$ cat src/eint_pkg.sv
/*
  eint_pkg: constants and carrier types for the external pin interrupt block.
  assumes a single 100 MHz core clock and an 8-bit i/o register port.
*/
package eint_pkg;

  // ****************************************
  // register map
  // ****************************************
  localparam logic [5:0] IO_FLAGS_OFS   = 6'h3a;
  localparam logic [7:0] DS_OFS_ADD     = 8'h20;
  localparam logic [7:0] DS_FLAGS_ADDR  = 8'h5a;
  localparam int         PEND_ONE_BIT   = 7;
  localparam int         PEND_ZERO_BIT  = 6;
  localparam logic [7:0] FLAGS_RST      = 8'h00;

  // ****************************************
  // timing
  // ****************************************
  localparam int         CLK_PERIOD_NS  = 10;
  localparam int         WDT_PERIOD_NS  = 1000;
  localparam int         WDT_DIV_CYC    = (WDT_PERIOD_NS + CLK_PERIOD_NS - 1) / CLK_PERIOD_NS;
  localparam int         WAKE_SAMPLES   = 2;
  localparam logic [15:0] STARTUP_CYC_RST = 16'h0040;

  // ****************************************
  // sense codes
  // ****************************************
  typedef enum logic [1:0] {
    SENSE_LOW  = 2'b00,
    SENSE_FALL = 2'b10,
    SENSE_RISE = 2'b11
  } eint_sense_t;

  typedef struct packed {
    logic       wr;
    logic       rd;
    logic [5:0] addr;
    logic [7:0] wdata;
  } eint_io_req_t;

endpackage

$ cat src/eint_ctrl.sv
/*
  eint_ctrl: two external interrupt pins with edge or low-level sense,
  write-one-to-clear pending flags, vector requests and level wake-up.
  assumes the core presents i/o accesses by i/o offset, one per cycle,
  pulses ack when it enters a source's interrupt routine, and drives
  io_clk_run_i and power_down_i from its own sleep control.
*/
`timescale 1ns/1ps

module eint_ctrl #(
  parameter int            NSRC        = 2,
  parameter logic [15:0]   STARTUP_CYC = eint_pkg::STARTUP_CYC_RST
) (
  input  wire logic                 clk_i,          // core clock, 100 MHz
  input  wire logic                 rst_b_i,        // async reset, active low
  input  wire logic [NSRC-1:0]      pin_i,          // pin levels incl. own output drive
  input  wire logic [2*NSRC-1:0]    sense_i,        // two-bit sense code per source
  input  wire logic [NSRC-1:0]      src_en_i,       // per-source enables
  input  wire logic                 glob_en_i,      // global interrupt enable
  input  wire logic                 io_clk_run_i,   // i/o clock running
  input  wire logic                 power_down_i,   // core in deep sleep
  input  wire eint_pkg::eint_io_req_t io_req_i,     // i/o register access
  input  wire logic [NSRC-1:0]      ack_i,          // routine entered, per source
  output logic      [7:0]           io_rdata_o,     // read data
  output logic                      io_hit_o,       // access hits the flag register
  output logic      [NSRC-1:0]      vec_req_o,      // vector request per source
  output logic                      wake_o,         // wake the core
  output logic      [NSRC-1:0]      pending_o       // pending flags as read
);

  // ****************************************
  // synchronisers and sense
  // ****************************************
  logic [NSRC-1:0] sync1_r;
  logic [NSRC-1:0] sync2_r;
  logic [NSRC-1:0] prev_r;
  logic [NSRC-1:0] pend_r;
  logic [NSRC-1:0] is_level;
  logic [NSRC-1:0] edge_hit;
  logic [NSRC-1:0] clr_wr;
  logic [NSRC-1:0] lvl_ok_r;

  // the pin input is read back from the pad, so own drive counts
  // both stages reset to the idle-high level so release fakes no fall
  always_ff @(posedge clk_i or negedge rst_b_i)
  begin
    if (!rst_b_i)
    begin
      sync1_r <= '1;
      sync2_r <= '1;
    end
    else
    begin
      sync1_r <= pin_i;
      sync2_r <= sync1_r;
    end
  end

  // ****************************************
  // edge history
  // ****************************************
  // history only advances while the i/o clock runs; a change made while
  // it is stopped shows up as an edge once it runs again
  always_ff @(posedge clk_i or negedge rst_b_i)
  begin
    if (!rst_b_i)
      prev_r <= '1;
    else if (io_clk_run_i)
      prev_r <= sync2_r;
  end

  // ****************************************
  // flag clear decode
  // ****************************************
  // ones clear and zeros keep, so one source can be cleared without a
  // read-modify-write that could lose the other source's fresh event
  always_comb
  begin
    clr_wr = '0;
    if (io_req_i.wr && io_req_i.addr == eint_pkg::IO_FLAGS_OFS)
    begin
      clr_wr[0] = io_req_i.wdata[eint_pkg::PEND_ZERO_BIT];
      clr_wr[1] = io_req_i.wdata[eint_pkg::PEND_ONE_BIT];
    end
  end

  // ****************************************
  // pending flags and vector requests
  // ****************************************
  genvar g;
  generate
    for (g = 0; g < NSRC; g++)
    begin : g_src
      logic [1:0] code;
      assign code        = sense_i[2*g +: 2];
      // codes 00 and 01 both mean low level, so no code is left unused
      assign is_level[g] = (code == eint_pkg::SENSE_LOW) || (code == 2'b01);
      // edge_hit is forced low while the i/o clock is stopped
      assign edge_hit[g] = io_clk_run_i &&
        (((code == eint_pkg::SENSE_FALL) && prev_r[g] && !sync2_r[g]) ||
         ((code == eint_pkg::SENSE_RISE) && !prev_r[g] && sync2_r[g]));

      // set wins over any clear in the same cycle; a flag in level mode is
      // held clear as well as masked at read, so a switch back to edge
      // sense starts without a stale event
      always_ff @(posedge clk_i or negedge rst_b_i)
      begin
        if (!rst_b_i)
          pend_r[g] <= 1'b0;
        else if (is_level[g])
          pend_r[g] <= 1'b0;
        else if (edge_hit[g])
          pend_r[g] <= 1'b1;
        else if (clr_wr[g] || ack_i[g])
          pend_r[g] <= 1'b0;
      end

      // a level request follows the pin itself; there is no flag behind it
      always_comb
      begin
        if (is_level[g])
          vec_req_o[g] = glob_en_i && src_en_i[g] && !sync2_r[g] && lvl_ok_r[g];
        else
          vec_req_o[g] = glob_en_i && src_en_i[g] && pend_r[g];
      end
    end
  endgenerate

  // ****************************************
  // watchdog-rate level sampling for wake
  // ****************************************
  // the level path reads the synchronised pin and is never gated by
  // io_clk_run_i, so a held low level is still seen in deep sleep
  // limitation: the tick comes from the core clock, so its period does
  // not drift with supply voltage as a real watchdog oscillator would
  localparam logic [7:0] WDT_LAST = 8'(eint_pkg::WDT_DIV_CYC - 1);

  // wake sequence: two agreeing ticks, then the startup delay
  typedef enum logic [1:0] {
    WK_IDLE  = 2'b00,
    WK_SEEN  = 2'b01,
    WK_START = 2'b10,
    WK_AWAKE = 2'b11
  } eint_wake_t;

  logic [7:0]      wdt_cnt_r;
  logic            wdt_tick;
  logic [NSRC-1:0] samp_r;
  logic [NSRC-1:0] armed;
  logic            first_ok;
  logic            second_ok;
  eint_wake_t      wake_st_r;
  logic [15:0]     su_cnt_r;
  logic            su_done;
  logic            wake_r;

  assign wdt_tick  = (wdt_cnt_r == WDT_LAST);
  assign armed     = is_level & src_en_i & ~sync2_r;
  assign first_ok  = wdt_tick && (armed != '0);
  assign second_ok = wdt_tick && ((samp_r & armed) != '0);
  // a preset of zero or one finishes at once rather than hanging
  assign su_done   = (su_cnt_r < 16'h0002);

  // free-running divider standing in for the watchdog oscillator
  always_ff @(posedge clk_i or negedge rst_b_i)
  begin
    if (!rst_b_i)
      wdt_cnt_r <= 8'h00;
    else if (wdt_tick)
      wdt_cnt_r <= 8'h00;
    else
      wdt_cnt_r <= wdt_cnt_r + 8'h01;
  end

  // two consecutive watchdog samples must both see the low level
  always_ff @(posedge clk_i or negedge rst_b_i)
  begin
    if (!rst_b_i)
      samp_r <= '0;
    else if (wdt_tick)
      samp_r <= armed;
  end

  // ****************************************
  // wake sequence
  // ****************************************
  // leaving power-down restarts the sequence, so every sleep begins
  // with a fresh two-sample check
  always_ff @(posedge clk_i or negedge rst_b_i)
  begin
    if (!rst_b_i)
      wake_st_r <= WK_IDLE;
    else if (!power_down_i)
      wake_st_r <= WK_IDLE;
    else
    begin
      case (wake_st_r)
        WK_IDLE:
        begin
          if (first_ok)
            wake_st_r <= WK_SEEN;
        end
        WK_SEEN:
        begin
          if (second_ok)
            wake_st_r <= WK_START;
          else if (wdt_tick && !first_ok)
            wake_st_r <= WK_IDLE;
        end
        WK_START:
        begin
          if (su_done)
            wake_st_r <= WK_AWAKE;
        end
        WK_AWAKE:
          wake_st_r <= WK_AWAKE;
        default:
          wake_st_r <= WK_IDLE;
      endcase
    end
  end

  // the startup counter is loaded when the second sample agrees
  always_ff @(posedge clk_i or negedge rst_b_i)
  begin
    if (!rst_b_i)
      su_cnt_r <= 16'h0000;
    else if (!power_down_i)
      su_cnt_r <= 16'h0000;
    else if (wake_st_r == WK_SEEN && second_ok)
      su_cnt_r <= STARTUP_CYC;
    else if (wake_st_r == WK_START && !su_done)
      su_cnt_r <= su_cnt_r - 16'h0001;
  end

  // wake stays up until the core leaves power-down
  always_ff @(posedge clk_i or negedge rst_b_i)
  begin
    if (!rst_b_i)
      wake_r <= 1'b0;
    else if (!power_down_i)
      wake_r <= 1'b0;
    else if (wake_st_r == WK_START && su_done)
      wake_r <= 1'b1;
  end

  // after a wake the level must still be present to raise the request;
  // outside power-down the level path is qualified from the cycle after power-down ends
  always_ff @(posedge clk_i or negedge rst_b_i)
  begin
    if (!rst_b_i)
      lvl_ok_r <= '1;
    else if (power_down_i)
      lvl_ok_r <= '0;
    else
      lvl_ok_r <= '1;
  end

  assign wake_o = wake_r;

  // ****************************************
  // register read
  // ****************************************
  // unmapped reads return zero so reads of several blocks can be ORed
  always_ff @(posedge clk_i or negedge rst_b_i)
  begin
    if (!rst_b_i)
      io_rdata_o <= eint_pkg::FLAGS_RST;
    else if (io_req_i.rd && io_req_i.addr == eint_pkg::IO_FLAGS_OFS)
    begin
      io_rdata_o <= eint_pkg::FLAGS_RST;
      io_rdata_o[eint_pkg::PEND_ONE_BIT]  <= pend_r[1] & ~is_level[1];
      io_rdata_o[eint_pkg::PEND_ZERO_BIT] <= pend_r[0] & ~is_level[0];
    end
    else
      io_rdata_o <= eint_pkg::FLAGS_RST;
  end

  // hit is combinational so the core can steer its read mux in the access cycle
  assign io_hit_o  = (io_req_i.rd || io_req_i.wr) && io_req_i.addr == eint_pkg::IO_FLAGS_OFS;
  // the flags as software would read them, level-sensed ones masked
  assign pending_o = pend_r & ~is_level;

endmodule

$ cat config.mk
export PLATFORM = sky130hd
export DESIGN_NAME = eint_ctrl
export DESIGN_NICKNAME = d
export VERILOG_FILES = /design/src/eint_pkg.sv /design/src/eint_ctrl.sv
export SDC_FILE = /design/constraint.sdc
export NUM_CORES = 1
export LEC_CHECK = 0
export BUFFER_PORTS_ARGS = -buffer_cell sky130_fd_sc_hd__buf_2
export CAP_MARGIN = 20
export CORE_MARGIN = 2
export CORE_UTILIZATION = 43
export DETAILED_ROUTE_END_ITERATION = 10
export PLACE_DENSITY = 0.66
export SYNTH_ARGS = -nofsm -noshare
export SYNTH_HDL_FRONTEND = slang
export SYNTH_SLANG_ARGS = --single-unit
export TNS_END_PERCENT = 20
$ cat constraint.sdc
create_clock -name clk_i -period 3.1 [get_ports clk_i]
set_input_delay 0.155 -clock clk_i [delete_from_list [all_inputs] [get_ports clk_i]]
set_output_delay 0.155 -clock clk_i [all_outputs]
set_load 0.02 [all_outputs]
==> flow_summary.yaml, run 1 <==
worst_setup_path:
  path_cells: "ha_1 -> or3b_1 -> or4_1 -> o31ai_1 -> buf_4 -> o21ba_2"
  required_ns: 3.29
  path_class: "register to register"
  r2r-start: "wdt_cnt_r[0]"
  rr_worst_depth: 6
  slowest_delay_ns: 0.61
  critPathCaptureType: "register"
  cp_max_fo: 13
  rrSetupSlack_ns: 0.73
  cp-start-kind: "register"
  r2r_end: "su_cnt_r[5]"
  cp_slowest_cell: "or4_1"
  arrival_ns: 2.56
clocking:
  holdBufCountCts: 3
  clkTransAtPathRegs_ns: 0.08
  clk-insertion-delay-late_ns: 0.29
  cts_max_level: 2
  cts.sinks: 40
  numCtsBuffers: 5
  cts.repair_timing.setup_buffer_count: 0
  cts_resized: 0
  clk_path_buf_depth: 2
  cts_tree: "built"
  root_buffer: "clkbuf_8"
logic_synthesis:
  ys_types: 51
  synth_top_cell_by_area: "dfrtp_1"
  ys_async_sr_fraction_pct: 100
  synth_cells: 206
  synth-edff-count: 0
  syn_area_um2: 2050
  syn_avg_cell_area_um2: 9.97
  yosysWarnings: 0
  synth_seq_cells: 40
  ys_seq_area_share_pct: 49.1
  synth.most_common_cell: "dfrtp_1"
  synth_top_cell_area_share_pct: 40.2
  synth.area.top_cells: "dfrtp_1 40%, dfstp_2 9.0%, nand2_1 4.2%"
  synthFlopType: "dfrtp_1"
  synthTopCellsByCount: "33 x dfrtp_1, 23 x nand2_1, 19 x nor2_1, 12 x a21oi_1"
pwr:
  power_mw: 1.06
  p_sw_mw: 0.214
  power.leakage_nw: 1.08
  combPwrFrac_pct: 5.7
  p_per_area_nw_per_um2: 440
  switching_share_pct: 20.3
  seqPwrFrac_pct: 51.0
  pwr-share-clk_pct: 43.4
  ir_worst_vdd_mv: 0.286
  p_int_mw: 0.841
sta:
  rsz0062_at_grt: "no"
  hold_violations: 0
  period_share_pct: 76.5
  worstMarginPinSlew_ns: 0.869
  fin_crit_ns: 2.37
  finalSetupViolations: 0
  final_max_slew_viol_count: 0
  max_slew_margin_pct: 42.0
  setup_slack_ns: 0.728
  clock.fmax_mhz: 422
  fin_setup_tns_ns: 0
  clock_skew_ns: 0.00978
  fin_hold_ws_ns: 0.130
floorplan:
  io_pins: 45
  initial_core_util_pct: 44.1
  fp.dieArea_um2: 5350
  die_x_um: 73.1
  core_um2: 4660
  die_y_um: 73.1
  rows: 25
global_route:
  grt_pass1_vias: 1430
  grt-ovfl-total: 0
  grt_start_max_net_pins: 41
  antenna_found_initial: 0
  grt.total_usage_pct: 15.9
  grt_pass1_wl_um: 6600
min_path:
  holdPathEnd: "io_rdata_o[6]"
  hp-class: "primary input to register"
  holdPathStages: 3
  timing.hold.worst.start: "io_req_i[14]"
detailed_routing:
  drtPass1Iterations: 4
  wire_per_inst_um: 13.8
  drt_iter0_drc: 72
  vias: 1604
  met2_length_um: 1930
  vias_per_cell: 5.40
  met3_length_um: 94
  drc: 0
  top_layer: "met4"
  wl_um: 4100
  ant_nets: 0
  wl_met1_um: 2000
final_layout:
  final_nets: 275
  stdcell_area_um2: 2400
  final_util_pct: 51.4
  num_antenna_cells: 0
  fillers: 404
  syn_to_final_growth_pct: 16.6
  finalNonFillerCells: 297
  layout-drive-gt1-share_pct: 25.1
place:
  dp_hpwl_um: 2860
  dpl_cell_area_um2: 2240
  placedCellCount: 286
  gp_congestion: 0.778
  dp_slack_ns: 0.737
  portBuffers: 32
outcome:
  status: "finished clean"
job:
  drv_cap: 0
-- cells by family (layout without fill, tap and decap cells) --
logic type,Yosys count,count (layout),share of synthesized area [%]
mux,5,5,2.56
fa+ha+maj,2,2,1.22
xor+xnor,6,6,2.56
other cells,1,6,0.183
flops,40,40,49.1
simple gates,85,85,22.9
buf+inv,19,51,4.81
compound gates,48,48,16.6
-- power groups by stage --
stage | Sequential [mW] | Combinational (mW) | Clock (mW)
2_1_floorplan | 0.547 | 0.0302 | 0
3_3_place_gp | 0.547 | 0.0576 | 0
3_5_place_dp | 0.548 | 0.0580 | 0
4_1_cts | 0.538 | 0.0608 | 0.477
5_1_grt | 0.539 | 0.0679 | 0.489
6_report | 0.538 | 0.0598 | 0.458
-- layout by cell type, fill, tap and decap left out, types with 2 or more instances in the layout --
master / n
mux2_2: 2
nor4_1: 4
and2_1: 2
o21ai_0: 6
buf_4: 2
nor2_1: 19
or3_1: 4
nand2_1: 23
a31o_2: 2
ha_1: 2
mux2i_1: 3
o21a_1: 4
nand3_1: 4
nor3_1: 3
conb_1: 6
a21oi_1: 12
clkbuf_8: 7
inv_1: 6
dfrtp_1: 33
and3_1: 2
xnor2_1: 2
o311ai_0: 4
nor3b_1: 3
or2_2: 3
o41ai_1: 3
dlygate4sd3_1: 3
or4_1: 7
a311oi_1: 2
xor2_1: 4
or4b_1: 2
buf_2: 32
dfstp_2: 7
o31ai_1: 5
-- sequential cells by signal (all words and copies together) (netlist names) --
signal      count
sync1_r         2
prev_r          2
lvl_ok_r        1
wake_o          1
wake_st_r       2
wdt_cnt_r       8
samp_r          2
pend_r          2
su_cnt_r       16
sync2_r         2
io_rdata_o      2
-- area by class of cell --
| cell class | count | area [µm²] | area share [%] |
|---|---|---|---|
| sequential | 40 | 1010 | 42.1 |
| tap | 54 | 67.6 | 2.82 |
| clock inverter | 1 | 30.0 | 1.25 |
| multi-input combinational | 152 | 965 | 40.3 |
| timing repair buffer | 37 | 205 | 8.56 |
| clock buffer | 7 | 96.3 | 4.02 |
| inverter | 6 | 22.5 | 0.940 |
-- worst max-delay path: cells and delay by family (launching register included) --
| kind | cells | cell delay, ns |
|---|---|---|
| and+or+nand+nor | 2 | 0.98 |
| DFF | 1 | 0.39 |
| adders and majority gates | 1 | 0.20 |
| AOI/OAI and AO/OA | 2 | 0.47 |
| buffers and inverters | 1 | 0.24 |
-- routing by layer --
layer	GRT usage [%]	vias up
met5	0	-
met4	6.17	0
met3	4.14	6
met2	23.3	14
met1	22.4	760
li1	-	824
-- worst max-delay path by stage --
stage	startpoint	end	slack (ns)
floorplan	wdt_cnt_r[0]	su_cnt_r[15]	0.99
global placement	wdt_cnt_r[0]	su_cnt_r[5]	0.74
detailed placement	wdt_cnt_r[0]	su_cnt_r[5]	0.74
CTS	wdt_cnt_r[0]	su_cnt_r[5]	0.73
global route	wdt_cnt_r[0]	su_cnt_r[5]	0.63
finish	wdt_cnt_r[0]	su_cnt_r[5]	0.73
Power figures use the tool's default switching activity.
==> run 2: changes to the inputs <==
- ABC_AREA: default -> 1
- PLACE_DENSITY: 0.66 -> 0.65
- clock period: 3.1 -> 2.3 ns (I/O delays scaled with it)
==> run 2 against run 1 <==
Maximum frequency is 31% higher; clock power is 4.8% higher; register-to-register slack lost 0.24 ns; via count grew 14%; clock-buffer cell count is 1 higher; combinational power is 120% higher; wire length up 2.6%; flip-flop and latch count stayed put; clock skew decreased by 0.0050 ns; critical endpoint is now su_cnt_r[9].
==> flow_summary.yaml, run 2 <==
outcome:
  status: "finished clean"
sta:
  max_slew_margin_pct: 40.9
  fin_hold_ws_ns: 0.0552
  rsz0062_at_grt: "no"
  period_share_pct: 78.8
  finalSetupViolations: 0
  hold_violations: 0
  final_max_slew_viol_count: 0
  clock_skew_ns: 0.00476
  fin_setup_tns_ns: 0
  fin_crit_ns: 1.81
  worstMarginPinSlew_ns: 0.887
  clock.fmax_mhz: 552
logic_synthesis:
  synthAdderAreaFrac_pct: 1.15
  ys_types: 31
  synthTopCellsByCount: "74 x nand2_1, 44 x nor2_1, 36 x inv_1, 33 x dfrtp_1, 19 x nand3_1"
  synth_seq_cells: 40
  yosysWarnings: 0
  synthFlopType: "dfrtp_1"
  muxShareOfSynthArea_pct: 0
  synth.most_common_cell: "nand2_1"
  synth-simple-area-share_pct: 33.1
  synth_top_cell_area_share_pct: 38.0
  synth_top_cell_by_area: "dfrtp_1"
  synth_cells: 285
  post_synth_xor_area_fraction_pct: 1.61
  synth_top_family_by_area: "simple AND/OR/NAND/NOR gates"
  syn_avg_cell_area_um2: 7.63
  syn_area_um2: 2170
  synth-edff-count: 0
  ys_seq_area_share_pct: 46.5
  synth.area.top_cells: "dfrtp_1 38%, nand2_1 13%, dfstp_2 8.5%"
  ys_async_sr_fraction_pct: 100
  synth_compound_gate_area_share_pct: 7.20
final_layout:
  layout-drive-gt1-share_pct: 18.3
  fillers: 467
  multiInputGateArea_um2: 958
  final_common_cell: "nand2_1"
  finalNonFillerCells: 390
  syn_to_final_growth_pct: 13.8
  reg_top3: "su_cnt_r: 16 flops, wdt_cnt_r: 8 flops"
  num_antenna_cells: 0
  largest_reg_flops: 16
  largest-register: "su_cnt_r"
  final_nets: 355
  register_area_um2: 1010
  stdcell_area_um2: 2470
  layout_common_cells: "74 x nand2_1, 44 x nor2_1, 36 x inv_1"
pwr:
  switching_share_pct: 24.7
  pwr-share-clk_pct: 35.8
  ir_worst_vdd_mv: 0.213
  p_sw_mw: 0.332
  seqPwrFrac_pct: 54.3
  p_per_area_nw_per_um2: 543
  p_int_mw: 1.01
  combPwrFrac_pct: 9.9
  power.leakage_nw: 1.35
global_route:
  grt_pass1_wl_um: 7310
  grt_start_max_net_pins: 41
  antenna_found_initial: 0
  grt-ovfl-total: 0
  grt.total_usage_pct: 17.2
  grt_pass1_vias: 1743
detailed_routing:
  drt_iter0_drc: 54
  vias_per_cell: 4.71
  wl_um: 4200
  wl_met1_um: 1990
  met2_length_um: 1900
  ant_nets: 0
  wire_per_inst_um: 10.8
  top_layer: "met4"
  drc: 0
  met3_length_um: 247
  drtPass1Iterations: 4
  vias: 1835
floorplan:
  die_x_um: 75.1
  fp.dieArea_um2: 5640
  die_y_um: 75.1
  core_um2: 4790
  io_pins: 45
  initial_core_util_pct: 45.4
  rows: 25
place:
  dp_hpwl_um: 3010
  portBuffers: 32
  dpl_cell_area_um2: 2350
  gp_congestion: 0.783
  placedCellCount: 379
clocking:
  clk_path_buf_depth: 2
  root_buffer: "clkbuf_8"
  cts_resized: 0
  cts_max_level: 2
  clk-insertion-delay-late_ns: 0.29
  cts_tree: "built"
  cts.sinks: 40
  clkTransAtPathRegs_ns: 0.08
  numCtsBuffers: 5
worst_setup_path:
  cp_max_fo: 12
  cp-start-kind: "register"
  required_ns: 2.48
  path_class: "register to register"
  arrival_ns: 1.99
  critPathCaptureType: "register"
min_path:
  hp-class: "primary input to register"
job:
  drv_cap: 0
[run 2: stage by stage]
step | utilization (%) | power, mW | setup WS (ns)
floorplan | - | 0.829 | 0.845
global placement | 49.2 | 0.873 | 0.504
detailed placement | 49.2 | 0.874 | 0.491
CTS | 51.7 | 1.37 | 0.455
global route | 51.7 | 1.42 | 0.287
finish | 51.7 | 1.34 | 0.488
[run 2: area by class of cell]
cell class	instances	share of cell area (%)
Tap cell	67	3.39
Timing Repair Buffer	35	7.69
Multi-Input combinational cell	203	38.7
Inverter	37	5.72
Clock buffer	8	3.64
Sequential cell	40	40.8
[run 2: power groups by stage]
stage               logic [mW]  registers (mW)  clock network [mW]
global placement         0.129           0.743                   0
floorplan               0.0876           0.742                   0
finish                   0.133           0.730               0.480
detailed placement       0.130           0.743                   0
CTS                      0.136           0.730               0.504
global route             0.154           0.732               0.533
[run 2: final timing paths]
check                              from           end  slack, ns  depth (start not counted)
setup reg to reg           wdt_cnt_r[0]   su_cnt_r[9]       0.49                          8
hold reg to reg              sync1_r[1]    sync2_r[1]       0.36                          0
hold / removal             io_clk_run_i     prev_r[1]       0.06                          2
max in group asynchronous       rst_b_i     samp_r[1]       1.26                          2
setup / recovery           wdt_cnt_r[0]   su_cnt_r[9]       0.49                          8
min in group asynchronous       rst_b_i  wdt_cnt_r[0]       0.48                          2
[run 2: kinds of logic after synthesis]
| group | count (synthesis) |
|---|---|
| AO/OA/AOI/OAI | 28 |
| flip-flops | 40 |
| XOR/XNOR | 4 |
| AND/OR/NAND/NOR | 163 |
| adder cells (fa/ha/maj) | 2 |
| other | 1 |
| buffers and inverters | 47 |
[run 2: worst max-delay path, stage by stage (launching register included)]
cell and delay (ns):
dfrtp_1 0.39, ha_1 0.23, nand3_1 0.14, nor2_4 0.25
nand3_2 0.19, nand2_2 0.29, inv_1 0.09, nand2_1 0.08
nor2_1 0.04
[run 2: repair_timing]
| item | in CTS | in global routing |
|---|---|---|
| hold endpoints to repair | 35 | 0 |
| setup buffers | 0 | 0 |
| setup endpoints to repair | 0 | 0 |
| hold buffers | 3 | 0 |
[run 2: metal layers]
metal,GRT usage (%),up-vias
met3,4.95,6
met4,6.55,0
li1,-,966
met5,0,-
met1,21.5,816
met2,28.3,47
==> run 3: changes to the inputs <==
- ABC_AREA: 1 -> 0
- PLACE_DENSITY: 0.65 -> 0.66
- clock period: 2.3 -> 1.8 ns (I/O delays scaled with it)
==> run 3 against run 2 <==
The flow now finishes with violations (negative setup slack); register-to-register slack worse by 0.73 ns; clock-buffer cell count down 2; critical path depth down 2; power up 32%; maximum frequency down 11%; via count down 1.4%; wire length up 15%; non-clock buffer count up 45; critical endpoint is now su_cnt_r[0].
==> flow_summary.yaml, run 3 (synthesis results as in run 1) <==
outcome:
  status: "finished with violations"
  violations: "negative setup slack"
detailed_routing:
  ant_nets: 0
  drtPass1Iterations: 4
  vias_per_cell: 5.32
  drc: 0
  wire_per_inst_um: 14.2
  wl_um: 4840
  drt_iter0_drc: 130
  vias: 1810
final_layout:
  largest-register: "su_cnt_r"
  layout_common_cells: "42 x buf_4, 33 x dfrtp_1, 32 x buf_2"
  final_common_cell: "buf_4"
  finalNonFillerCells: 340
  reg_top3: "su_cnt_r: 16 flops, wdt_cnt_r: 8 flops"
  largest_reg_flops: 16
  num_antenna_cells: 0
  layout-drive-gt1-share_pct: 42.7
  final_nets: 318
  fillers: 369
  syn_to_final_growth_pct: 38.3
sta:
  worstMarginPinSlew_ns: 0.475
  hold_violations: 0
  setup_slack_ns: -0.239
  fin_crit_ns: 2.04
  fin_setup_tns_ns: -3.93
  clock.fmax_mhz: 491
  rsz0062_at_grt: "yes"
  clock_skew_ns: 0.00275
  finalSetupViolations: 21
  final_max_slew_viol_count: 0
  max_slew_margin_pct: 67.5
  period_share_pct: 113
clocking:
  root_buffer: "clkbuf_8"
  cts_tree: "built"
  clk-insertion-delay-late_ns: 0.30
  clkTransAtPathRegs_ns: 0.07
  cts.sinks: 40
  cts_max_level: 2
  clk_path_buf_depth: 2
  numCtsBuffers: 5
min_path:
  hp-class: "primary input to register"
worst_setup_path:
  critPathCaptureType: "register"
  arrival_ns: 2.21
  cp_max_fo: 7
  path_class: "register to register"
  required_ns: 1.97
  cp-start-kind: "register"
floorplan:
  rows: 25
  core_um2: 4660
  die_x_um: 73.1
  initial_core_util_pct: 44.1
  io_pins: 45
  fp.dieArea_um2: 5350
  die_y_um: 73.1
pwr:
  power.leakage_nw: 1.31
  ir_worst_vdd_mv: 0.543
  p_per_area_nw_per_um2: 623
global_route:
  antenna_found_initial: 0
  grt_pass1_wl_um: 7850
  grt_start_max_net_pins: 18
  grt_pass1_vias: 1690
  grt-ovfl-total: 0
  grt.total_usage_pct: 18.9
place:
  portBuffers: 32
  placedCellCount: 327
  gp_congestion: 0.796
  dp_hpwl_um: 3560
job:
  drv_cap: 0
## run 3: cell types whose count changed in the layout (fill, tap and decap cells not counted), sizes merged, moves of 8 or more
cell / before / now
nor2: 50 / 19
nand3: 20 / 4
buf: 32 / 77
nand2: 78 / 23
inv: 37 / 6
or4: 0 / 8
## run 3: power by group
| part | internal, mW | switching [mW] |
|---|---|---|
| combinational | 0.0508 | 0.0695 |
| clock | 0.411 | 0.314 |
| sequential | 0.918 | 0.00645 |
## run 3: through the flow
step / worst slack [ns] / instance area [µm²] / hold slack [ns] / utilization (%) / power [mW]
floorplan: -0.190 / 2100 / -0.206 / - / 0.995
global placement: -0.284 / 2570 / 0.0307 / 55.2 / 1.05
detailed placement: -0.292 / 2570 / 0.0331 / 55.2 / 1.05
CTS: -0.228 / 2780 / 0.0517 / 59.6 / 1.78
global route: -0.283 / 2840 / 0.0623 / 61.0 / 1.84
finish: -0.239 / 2840 / 0.0551 / 61.0 / 1.77
## run 3: layout make-up
cell class | count | area [µm²] | area share, %
Multi-Input combinational cell | 152 | 1080 | 38.1
Sequential cell | 40 | 1010 | 35.5
Timing Repair Buffer | 80 | 552 | 19.4
Clock buffer | 6 | 72.6 | 2.55
Tap cell | 54 | 67.6 | 2.38
Clock inverter | 2 | 35.0 | 1.23
Inverter | 6 | 22.5 | 0.793
## run 3: critical path, stage by stage, from the launching register on
cell      delay [ns]
dfrtp_1         0.36
ha_2            0.18
or3b_4          0.37
or4_4           0.46
buf_8           0.16
o311ai_1        0.28
mux2i_1         0.11
## run 3: what timing repair did
action                     4_1_cts  5_1_grt
setup endpoints to repair       19       22
hold buffers                     3        0
resized for setup               13       10
setup buffers                    0        2
hold endpoints to repair        17        0
pin swaps                        3        0
## run 3: final timing paths
check                                   from       endpoint  slack (ns)  cells after the start
worst max-delay path            wdt_cnt_r[0]    su_cnt_r[0]       -0.24                      6
worst min-delay path            io_req_i[14]  io_rdata_o[7]        0.06                      3
max in group asynchronous            rst_b_i      prev_r[1]        0.96                      3
min in group asynchronous            rst_b_i    su_cnt_r[9]        0.24                      2
worst max register to register  wdt_cnt_r[0]    su_cnt_r[0]       -0.24                      6
worst min register to register    sync1_r[1]     sync2_r[1]        0.36                      0
## run 3: routing by layer
| metal | wire length [µm] | global-route usage, % |
|---|---|---|
| met4 | 64 | 7.61 |
| met1 | 2350 | 27.4 |
| met3 | 102 | 4.14 |
| met2 | 2320 | 27.4 |
| met5 | 0 | 0 |
